### src/timer_defs.svh
// offsets, bit positions, reset values and timing counts of the timer block
`ifndef TIMER_DEFS_SVH
`define TIMER_DEFS_SVH
`define CTRL_OFF  8'h00
`define MODE_OFF  8'h04
`define T0LO_OFF  8'h08
`define T0HI_OFF  8'h0C
`define T1LO_OFF  8'h10
`define T1HI_OFF  8'h14
`define ACK_OFF   8'h18
`define TF1_BIT   7
`define TR1_BIT   6
`define TF0_BIT   5
`define TR0_BIT   4
`define GATE_ENABLE_TIMER0_BIT 3
`define CT0_BIT   2
`define GATE1_BIT 7
`define CT1_BIT   6
`define CTRL_RST  8'h00
`define MODE_RST  8'h00
`define CNT_RST   8'h00
`define PER_DIV   3'h6
`define RESP_OK   2'h0
`define RESP_ERR  2'h2
`endif

### src/timer_pkg.sv
// types shared by the timer block
package timer_pkg;
  typedef enum logic [1:0] {
    mode_pre13, mode_cnt16, mode_reload8, mode_fourth
  } tmode_e;
  typedef struct packed {
    logic [7:0] low;
    logic [7:0] high;
    logic       ovf;
  } tstep_s;
endpackage : timer_pkg
### src/dual_timer_counter.sv
// two timer/counters with an axi4-lite register slave
`include "timer_defs.svh"
// Behaviour
// - in 16-bit cascade low byte overflow bumps high byte; high overflow sets flag
// - setting the run bit keeps the count bytes; counting resumes from them
// - timer source increments once per peripheral cycle of six clocks
// - timer rate is aclk frequency over six
// - counter source samples pin each peripheral cycle; high then low increments
// - edge recognition takes two peripheral cycles, so twelve clocks at most rate
// - timer 0 uses mode bits 3:0 and control bits 4,5
// - gate clear: run bit alone enables; gate set: interrupt pin also controls
// - rollover from all ones to zero sets overflow flag, requesting interrupt
// - mode 0: five-bit modulo-32 prescaler in low byte feeds high byte
// - mode 0: upper three low-byte bits take no part in counting
// - mode 1: high and low cascaded into 16 bits, input bumps low
// - mode 2: low counts; overflow sets flag and reloads low from high
// - overflow flag clears when its interrupt is serviced; here software clears it by writing its bit to the ack register
// - mode 2: high byte writes accepted anytime, used at next reload
// - mode 3: timer 0 low byte is an 8-bit timer with timer 0 controls
// - mode 3: timer 0 high byte counts cycles using timer 1 run and flag
// - mode bits: 00 prescaled 13-bit, 01 16-bit, 10 reload, 11 fourth mode
// - gate set: count only while run set and interrupt pin high
// - timer 1 in fourth mode halts and keeps its count
module dual_timer_counter
  import timer_pkg::*;
(
  input  wire logic        aclk,
  input  wire logic        aresetn,
  input  wire logic [7:0]  awaddr,
  input  wire logic        awvalid,
  output logic             awready,
  input  wire logic [31:0] wdata,
  input  wire logic [3:0]  wstrb,
  input  wire logic        wvalid,
  output logic             wready,
  output logic [1:0]       bresp,
  output logic             bvalid,
  input  wire logic        bready,
  input  wire logic [7:0]  araddr,
  input  wire logic        arvalid,
  output logic             arready,
  output logic [31:0]      rdata,
  output logic [1:0]       rresp,
  output logic             rvalid,
  input  wire logic        rready,
  input  wire logic        count_pin0,
  input  wire logic        count_pin1,
  input  wire logic        ext_interrupt_pin0,
  input  wire logic        ext_interrupt_pin1,
  output logic             overflow_flag_timer0,
  output logic             overflow_flag_timer1
);
  // one counting step for modes 0 to 2; fourth mode handled by caller
  function automatic tstep_s step(input logic [1:0] m, input logic inc,
                                  input logic [7:0] lo, input logic [7:0] hi);
    tstep_s s;
    s = '{low: lo, high: hi, ovf: 1'b0};
    unique case (tmode_e'(m))
      mode_pre13: begin
        s.low[4:0] = lo[4:0] + 5'(inc);
        if (inc && lo[4:0] == 5'h1F) begin
          s.high = hi + 8'h01;
          s.ovf  = (hi == 8'hFF);
        end
      end
      mode_cnt16: begin
        {s.high, s.low} = {hi, lo} + 16'(inc);
        s.ovf = inc && ({hi, lo} == 16'hFFFF);
      end
      mode_reload8: begin
        s.low = (inc && lo == 8'hFF) ? hi : lo + 8'(inc);
        s.ovf = inc && (lo == 8'hFF);
      end
      mode_fourth: s = s;
    endcase
    return s;
  endfunction : step

  logic [7:0] ctrl_r, mode_r, t0lo_r, t0hi_r, t1lo_r, t1hi_r;
  logic [7:0] ctrl_nxt, t0lo_nxt, t0hi_nxt, t1lo_nxt, t1hi_nxt;
  logic [2:0] div_r;
  logic [3:0] s1_r, s2_r, s3_r, filt_r, prev_r;
  logic [7:0] awaddr_r, araddr_r, wdata_r;
  logic        aw_got_r, w_got_r;
  // pins: bit0 count0, bit1 count1, bit2 irq pin0, bit3 irq pin1
  wire [3:0] pins = {ext_interrupt_pin1, ext_interrupt_pin0, count_pin1, count_pin0};
  // a level is accepted only once the second and third stages agree
  wire [3:0] filt_nxt = (s2_r & s3_r) | (filt_r & (s2_r | s3_r));
  wire tick = (div_r == `PER_DIV - 3'h1);
  wire edge0 = tick && prev_r[0] && !filt_r[0];
  wire edge1 = tick && prev_r[1] && !filt_r[1];
  wire [1:0] m0    = mode_r[1:0];
  wire [1:0] m1    = mode_r[5:4];
  wire       split = (tmode_e'(m0) == mode_fourth);
  wire       tr0   = ctrl_r[`TR0_BIT];
  wire       tr1   = ctrl_r[`TR1_BIT];

  wire run0 = tr0 && (!mode_r[`GATE_ENABLE_TIMER0_BIT] || filt_r[2]);
  // timer 1 own controls; released from run bit while timer 0 is split
  wire run1 = (split || tr1) && (!mode_r[`GATE1_BIT] || filt_r[3]);
  // timer source steps once per tick; counter source steps on a recognised edge, which falls on a tick
  wire inc0 = run0 && (mode_r[`CT0_BIT] ? edge0 : tick);
  wire inc1 = run1 && (mode_r[`CT1_BIT] ? edge1 : tick);

  wire    [7:0] lo0_sp = t0lo_r + 8'(inc0);
  wire          ovf_lo = inc0 && (t0lo_r == 8'hFF);
  // high byte always times, run by timer 1 run bit
  wire          inc_hi = tr1 && tick;
  wire    [7:0] hi0_sp = t0hi_r + 8'(inc_hi);
  wire          ovf_hi = inc_hi && (t0hi_r == 8'hFF);
  tstep_s st0, st1;
  assign st0 = step(m0, inc0, t0lo_r, t0hi_r);
  assign st1 = step(m1, inc1, t1lo_r, t1hi_r);

  // split low byte uses timer 0 controls
  wire set_tf0 = split ? ovf_lo : st0.ovf;
  wire set_tf1 = split ? ovf_hi : st1.ovf;

  // write decode: a write happens once address and data are both held
  wire do_wr   = aw_got_r && w_got_r && !bvalid;
  wire wr_ctrl = do_wr && awaddr_r == `CTRL_OFF;
  wire wr_mode = do_wr && awaddr_r == `MODE_OFF;
  wire wr_t0lo = do_wr && awaddr_r == `T0LO_OFF;
  wire wr_t0hi = do_wr && awaddr_r == `T0HI_OFF;
  wire wr_t1lo = do_wr && awaddr_r == `T1LO_OFF;
  wire wr_t1hi = do_wr && awaddr_r == `T1HI_OFF;
  wire wr_ack  = do_wr && awaddr_r == `ACK_OFF;
  wire wr_hit  = wr_ctrl | wr_mode | wr_t0lo | wr_t0hi | wr_t1lo | wr_t1hi | wr_ack;
  wire [7:0] wb = wdata_r;
  wire ack0 = wr_ack && wb[0];
  wire ack1 = wr_ack && wb[1];
  // counts only move by step or write, never cleared by run
  assign t0lo_nxt = wr_t0lo ? wb : (split ? lo0_sp : st0.low);
  assign t0hi_nxt = wr_t0hi ? wb : (split ? hi0_sp : st0.high);
  assign t1lo_nxt = wr_t1lo ? wb : st1.low;
  assign t1hi_nxt = wr_t1hi ? wb : st1.high;

  // flags: a hardware set wins over software clear in the same cycle
  always_comb begin
    ctrl_nxt = wr_ctrl ? wb : ctrl_r;
    if (ack0)
      ctrl_nxt[`TF0_BIT] = 1'b0;
    if (ack1)
      ctrl_nxt[`TF1_BIT] = 1'b0;
    if (set_tf0)
      ctrl_nxt[`TF0_BIT] = 1'b1;
    if (set_tf1)
      ctrl_nxt[`TF1_BIT] = 1'b1;
  end

  logic [7:0] rd_byte;
  logic       rd_hit;
  always_comb begin
    rd_hit  = 1'b1;
    rd_byte = 8'h00;
    unique case (araddr_r)
      `CTRL_OFF: rd_byte = ctrl_r;
      `MODE_OFF: rd_byte = mode_r;
      `T0LO_OFF: rd_byte = t0lo_r;
      `T0HI_OFF: rd_byte = t0hi_r;
      `T1LO_OFF: rd_byte = t1lo_r;
      `T1HI_OFF: rd_byte = t1hi_r;
      `ACK_OFF:  rd_byte = 8'h00;
      default:   rd_hit  = 1'b0;
    endcase
  end

  always_ff @(posedge aclk) begin
    if (!aresetn) begin
      div_r  <= 3'h0;
      s1_r   <= 4'h0;
      s2_r   <= 4'h0;
      s3_r   <= 4'h0;
      filt_r <= 4'h0;
      prev_r <= 4'h0;
    end else begin
      div_r  <= tick ? 3'h0 : div_r + 3'h1;
      s1_r   <= pins;
      s2_r   <= s1_r;
      s3_r   <= s2_r;
      filt_r <= filt_nxt;
      if (tick)
        prev_r <= filt_r;
    end
  end

  always_ff @(posedge aclk) begin
    if (!aresetn) begin
      ctrl_r <= `CTRL_RST;
      mode_r <= `MODE_RST;
      t0lo_r <= `CNT_RST;
      t0hi_r <= `CNT_RST;
      t1lo_r <= `CNT_RST;
      t1hi_r <= `CNT_RST;
    end else begin
      ctrl_r <= ctrl_nxt;
      // mode changes take effect at once; stopping first is on software
      if (wr_mode)
        mode_r <= wb;
      t0lo_r <= t0lo_nxt;
      t0hi_r <= t0hi_nxt;
      t1lo_r <= t1lo_nxt;
      t1hi_r <= t1hi_nxt;
    end
  end

  // axi4-lite slave: address and data taken in either order, one write at a time
  always_ff @(posedge aclk) begin
    if (!aresetn) begin
      aw_got_r <= 1'b0;
      w_got_r  <= 1'b0;
      awaddr_r <= 8'h00;
      wdata_r  <= 8'h00;
      bvalid   <= 1'b0;
      bresp    <= `RESP_OK;
    end else begin
      if (awvalid && awready) begin
        aw_got_r <= 1'b1;
        awaddr_r <= awaddr;
      end
      if (wvalid && wready) begin
        w_got_r <= 1'b1;
        // only byte lane 0 carries register bits
        wdata_r <= wstrb[0] ? wdata[7:0] : 8'h00;
      end
      if (do_wr) begin
        bvalid   <= 1'b1;
        bresp    <= wr_hit ? `RESP_OK : `RESP_ERR;
        aw_got_r <= 1'b0;
        w_got_r  <= 1'b0;
      end else if (bvalid && bready)
        bvalid <= 1'b0;
    end
  end

  always_ff @(posedge aclk) begin
    if (!aresetn) begin
      awready <= 1'b0;
      wready  <= 1'b0;
    end else begin
      awready <= !aw_got_r && !(awvalid && awready) && !bvalid;
      wready  <= !w_got_r && !(wvalid && wready) && !bvalid;
    end
  end

  logic rd_pend_r;
  always_ff @(posedge aclk) begin
    if (!aresetn) begin
      arready   <= 1'b0;
      rd_pend_r <= 1'b0;
      araddr_r  <= 8'h00;
      rvalid    <= 1'b0;
      rdata     <= 32'h0000_0000;
      rresp     <= `RESP_OK;
    end else begin
      arready <= !rd_pend_r && !rvalid && !(arvalid && arready);
      if (arvalid && arready) begin
        araddr_r  <= araddr;
        rd_pend_r <= 1'b1;
      end
      if (rd_pend_r) begin
        rd_pend_r <= 1'b0;
        rvalid    <= 1'b1;
        rdata     <= {24'h00_0000, rd_byte};
        rresp     <= rd_hit ? `RESP_OK : `RESP_ERR;
      end else if (rvalid && rready)
        rvalid <= 1'b0;
    end
  end

  always_ff @(posedge aclk) begin
    if (!aresetn) begin
      overflow_flag_timer0 <= 1'b0;
      overflow_flag_timer1 <= 1'b0;
    end else begin
      overflow_flag_timer0 <= ctrl_nxt[`TF0_BIT];
      overflow_flag_timer1 <= ctrl_nxt[`TF1_BIT];
    end
  end

  wire nw0 = !wr_t0lo && !wr_t0hi && !wr_ctrl;
  wire nw1 = !wr_t1lo && !wr_t1hi;
endmodule : dual_timer_counter

### config.mk
export PLATFORM = sky130hd
export DESIGN_NAME = dual_timer_counter
export DESIGN_NICKNAME = d
export VERILOG_FILES = /design/src/timer_pkg.sv /design/src/dual_timer_counter.sv
export VERILOG_INCLUDE_DIRS = /design/src
export SDC_FILE = /design/constraint.sdc
export NUM_CORES = 1
export LEC_CHECK = 0
export ABC_AREA = 1
export BUFFER_PORTS_ARGS = -buffer_cell sky130_fd_sc_hd__buf_2
export CORE_MARGIN = 5
export CORE_UTILIZATION = 30
export DETAILED_ROUTE_END_ITERATION = 10
export GPL_TIMING_DRIVEN = 0
export PLACE_DENSITY = 0.52
export SLEW_MARGIN = 30
export SYNTH_ARGS = -nofsm -noshare
export SYNTH_HDL_FRONTEND = slang
export SYNTH_SLANG_ARGS = --single-unit
### constraint.sdc
create_clock -name aclk -period 2.2 [get_ports aclk]
set_clock_uncertainty 0.1 [all_clocks]
set_input_delay 0.55 -clock aclk [delete_from_list [all_inputs] [get_ports aclk]]
set_output_delay 0.55 -clock aclk [all_outputs]
set_load 0.01 [all_outputs]
==> metrics.log <==
[metrics] run status: finished with violations
[metrics] failing checks: negative setup slack
[metrics] required time at the endpoint of the critical path: 2380 ps
[metrics] Final Hold Vio Count: 0
[metrics] CTS clock-pin slew for the worst setup and hold paths: 80 ps
[metrics] RSZ-0062 raised after global routing: true
[metrics] buffers from clock root to sink, at most: 2
[metrics] dpl hpwl: 16.1 mm
[metrics] measured slew at the worst slew-check pin: ~900 ps
[metrics] first-pass iteration count of the detailed router: 5
[metrics] I/O pin count: 106
[metrics] Row Count: 53
[metrics] global-route usage over all layers: between 15 and 20%
[metrics] number of violations reported at the end of detailed-routing iteration 0: 520
[metrics] H-Tree Level Count: 3
[metrics] Max IR drop VDD: ~0.00035 V
[metrics] fraction of layout instances using a drive strength above 1: 18.4%
[metrics] Yosys warning total: 0
[metrics] setup slack of the most critical reg-to-reg path: -6 ps
[metrics] total via count in the routed design: 6483
[metrics] post-layout minimum cycle time: 2210 ps
[metrics] summed instance area of the synthesized netlist: 6480 µm²
[metrics] Mean Syn Cell Area: 6.68 µm²
[metrics] maxcap violations: 0
[metrics] number of cells on the worst hold path: 3
[metrics] initial standard-cell utilization of the core: 30.6%
[metrics] data arrival at the endpoint of the critical path: 2390 ps
[metrics] number of antenna-violating nets in the routed design: 0
[metrics] area enclosed by the die boundary: between 20000 and 25000 µm²
[metrics] worst setup timing slack at the placement stage: -455 ps
[metrics] standard cell area after detailed placement: slightly above 7000 µm²
[metrics] reported leakage power: 3.51 nW
[metrics] Core Region: 21200 µm²
[metrics] Crit. End Element: flip-flop
[metrics] final worst path period share: 100%
[metrics] global-route wire length before repair: around 33 mm
[metrics] non-filler instance count after layout: 1351
[metrics] class of the most critical setup path: flip-flop to flip-flop
[metrics] kind of start point of the critical path: flip-flop
[metrics] Area Growth Syn to Fin: 20.5%
[metrics] GPL Wtd Cong: 0.869
[metrics] overall routed net length: between 20 and 25 mm
[metrics] largest net degree at the start of global routing: 20
[metrics] proportion of synthesized chip area in sequential cells: between 30% and 40%
[metrics] final non-filler cell area: 7810 µm²
[metrics] final number of max-transition violations: 0
[metrics] Tightest Hold Check Type: input port to flip-flop
[metrics] power density normalized to cell area: around 530 nW/µm²
[metrics] most frequent cells in the layout: 197 x sky130_fd_sc_hd__nand2_1, 119 x sky130_fd_sc_hd__inv_1, 107 x sky130_fd_sc_hd__dfxtp_1
[metrics] PortBufs: 50
[metrics] remaining max-slew budget at the tightest pin: 39.9%
[metrics] DP Cell Count: 1321
[metrics] maximum fanout count along the critical path: 4
[metrics] ANT cells: 0
[metrics] number of synthesized register bits: 111
[metrics] vias per cell: 4.80
[metrics] count of unique library cells instantiated by Yosys: 45
[metrics] vertical die dimension: 157 µm
[metrics] most common cell after layout, fill and taps aside: sky130_fd_sc_hd__nand2_1
[metrics] Horiz. Die Dim: 157 µm
[metrics] number of failing setup endpoints in the final timing report: 1
[metrics] buffer cell driving the clock tree root: sky130_fd_sc_hd__clkbuf_16
[metrics] logic depth of the worst register-to-register path: 16
[metrics] TritonCTS Buffers: 9
[metrics] f_max: 453 MHz
[metrics] CTS sink cnt: about 110
[metrics] initial antenna violation count: 1
[metrics] detail-routed net length per standard cell: 15.6 µm
[metrics] final routed DRC violation total: 0
[metrics] Gate Count Post-Synth: 971
[metrics] via count of the first global-routing pass: ~6000
[metrics] final worst-path setup slack: -6.08 ps
[metrics] hold_ws: 270 ps
[metrics] TritonCTS clock tree: built
[metrics] Clk Latency, worst-skew pair: roughly 360 ps
[metrics] NumNets Final: 1152
[metrics] number of hold-repair buffers added at the cts stage: 0
[metrics] GR Overflow Total: 0
-- final timing paths --
check	startpoint	to
worst max-delay path	div_r[1]	t0hi_r[0]
worst min-delay path	count_pin1	s1_r[1]
worst max register to register	div_r[1]	t0hi_r[0]
worst min register to register	s1_r[3]	s2_r[3]
-- area by class of cell --
class                   count  area [µm²]
clock buffers              10         239
well taps                 275         344
plain buffers              51         297
clock inverters             6        52.6
fillers                  2329       13300
inverters                 137         529
multi-input cells         697        3760
flip-flops and latches    111        2230
repair buffers             64         355
-- flip-flops by register name (all words and copies together), names as in the netlist, 8 cells and up --
signal	flops
t0lo_r	8
t1lo_r	8
awaddr_r	8
rdata	8
t0hi_r	8
araddr_r	8
t1hi_r	8
mode_r	8
wb	8
ctrl_r	8
-- metal layers --
layer / track usage, % / up-vias / wire length (µm)
met1: 24.6 / 2908 / 10400
met2: 25.9 / 216 / 8890
met4: 3.93 / 0 / 327
li1: - / 3332 / -
met5: 0 / - / 0
met3: 3.41 / 27 / 1570
-- synthesized netlist by cell type (all sizes together) --
library cell | number | area share, %
or2 | 8 | 0.77
a31oi | 3 | 0.29
nor3 | 16 | 1.6
ha | 18 | 3.5
a32o | 1 | 0.15
o211ai | 7 | 0.81
nand3b | 1 | 0.12
a211o | 1 | 0.14
clkbuf | 16 | 0.93
a211oi | 11 | 1.3
conb | 1 | 0.058
a21oi | 76 | 6.0
o31ai | 8 | 0.93
xor2 | 16 | 2.2
clkinv | 4 | 0.25
nand4 | 14 | 1.4
buf | 35 | 3.6
nand2 | 214 | 13
o21ai | 89 | 7.0
inv | 133 | 7.7
a21boi | 1 | 0.12
xnor2 | 2 | 0.27
o22ai | 21 | 2.0
nand3 | 63 | 5.2
o2111ai | 1 | 0.14
nor2 | 97 | 6.1
o221a | 1 | 0.17
o221ai | 2 | 0.27
dfxtp | 111 | 34
-- power breakdown --
part           switching (mW)  internal (mW)
sequential             0.0482           2.07
combinational           0.269          0.135
clock                   0.810          0.817
-- cells by family (layout without fill, tap and decap cells) --
group	Yosys count	in the layout	synth area share [%]
AOI/OAI and AO/OA	222	222	19.4
xor gates and xnor gates	18	18	2.43
adders and majority gates	18	18	3.47
buffers and inverters	188	268	12.5
DFF	111	111	34.3
other	1	26	0.0578
and+or+nand+nor	413	413	27.8
-- through the flow --
| step | power, mW | utilization [%] | setup TNS [ps] |
|---|---|---|---|
| floorplan | 2.40 | - | 0 |
| global placement | 2.54 | 34.0 | -11260 |
| detailed placement | 2.55 | 34.0 | -10590 |
| CTS | 4.19 | 36.2 | -67.6 |
| global route | 4.33 | 36.9 | -1650 |
| finish | 4.15 | 36.9 | -6.08 |
-- critical path, cell delays in order (launching register included) --
cell	delay, ps
sky130_fd_sc_hd__dfxtp_2	330
sky130_fd_sc_hd__inv_2	60
sky130_fd_sc_hd__ha_4	130
sky130_fd_sc_hd__nand2_4	80
sky130_fd_sc_hd__inv_4	80
sky130_fd_sc_hd__nand2_4	50
sky130_fd_sc_hd__nor2_4	130
sky130_fd_sc_hd__ha_1	180
sky130_fd_sc_hd__nand2_2	90
sky130_fd_sc_hd__nor2_4	160
sky130_fd_sc_hd__nand2_2	100
sky130_fd_sc_hd__nand2_2	100
sky130_fd_sc_hd__xor2_1	150
sky130_fd_sc_hd__nand2_1	70
sky130_fd_sc_hd__nand2_1	60
sky130_fd_sc_hd__o211ai_1	90
sky130_fd_sc_hd__a21oi_1	180
-- what timing repair did --
action | CTS | global route
buffers inserted | 8 | 6
resized for setup | 34 | 36
endpoints found under the setup margin | 23 | 36
pin swaps | 12 | 14
Power figures use the tool's default switching activity.
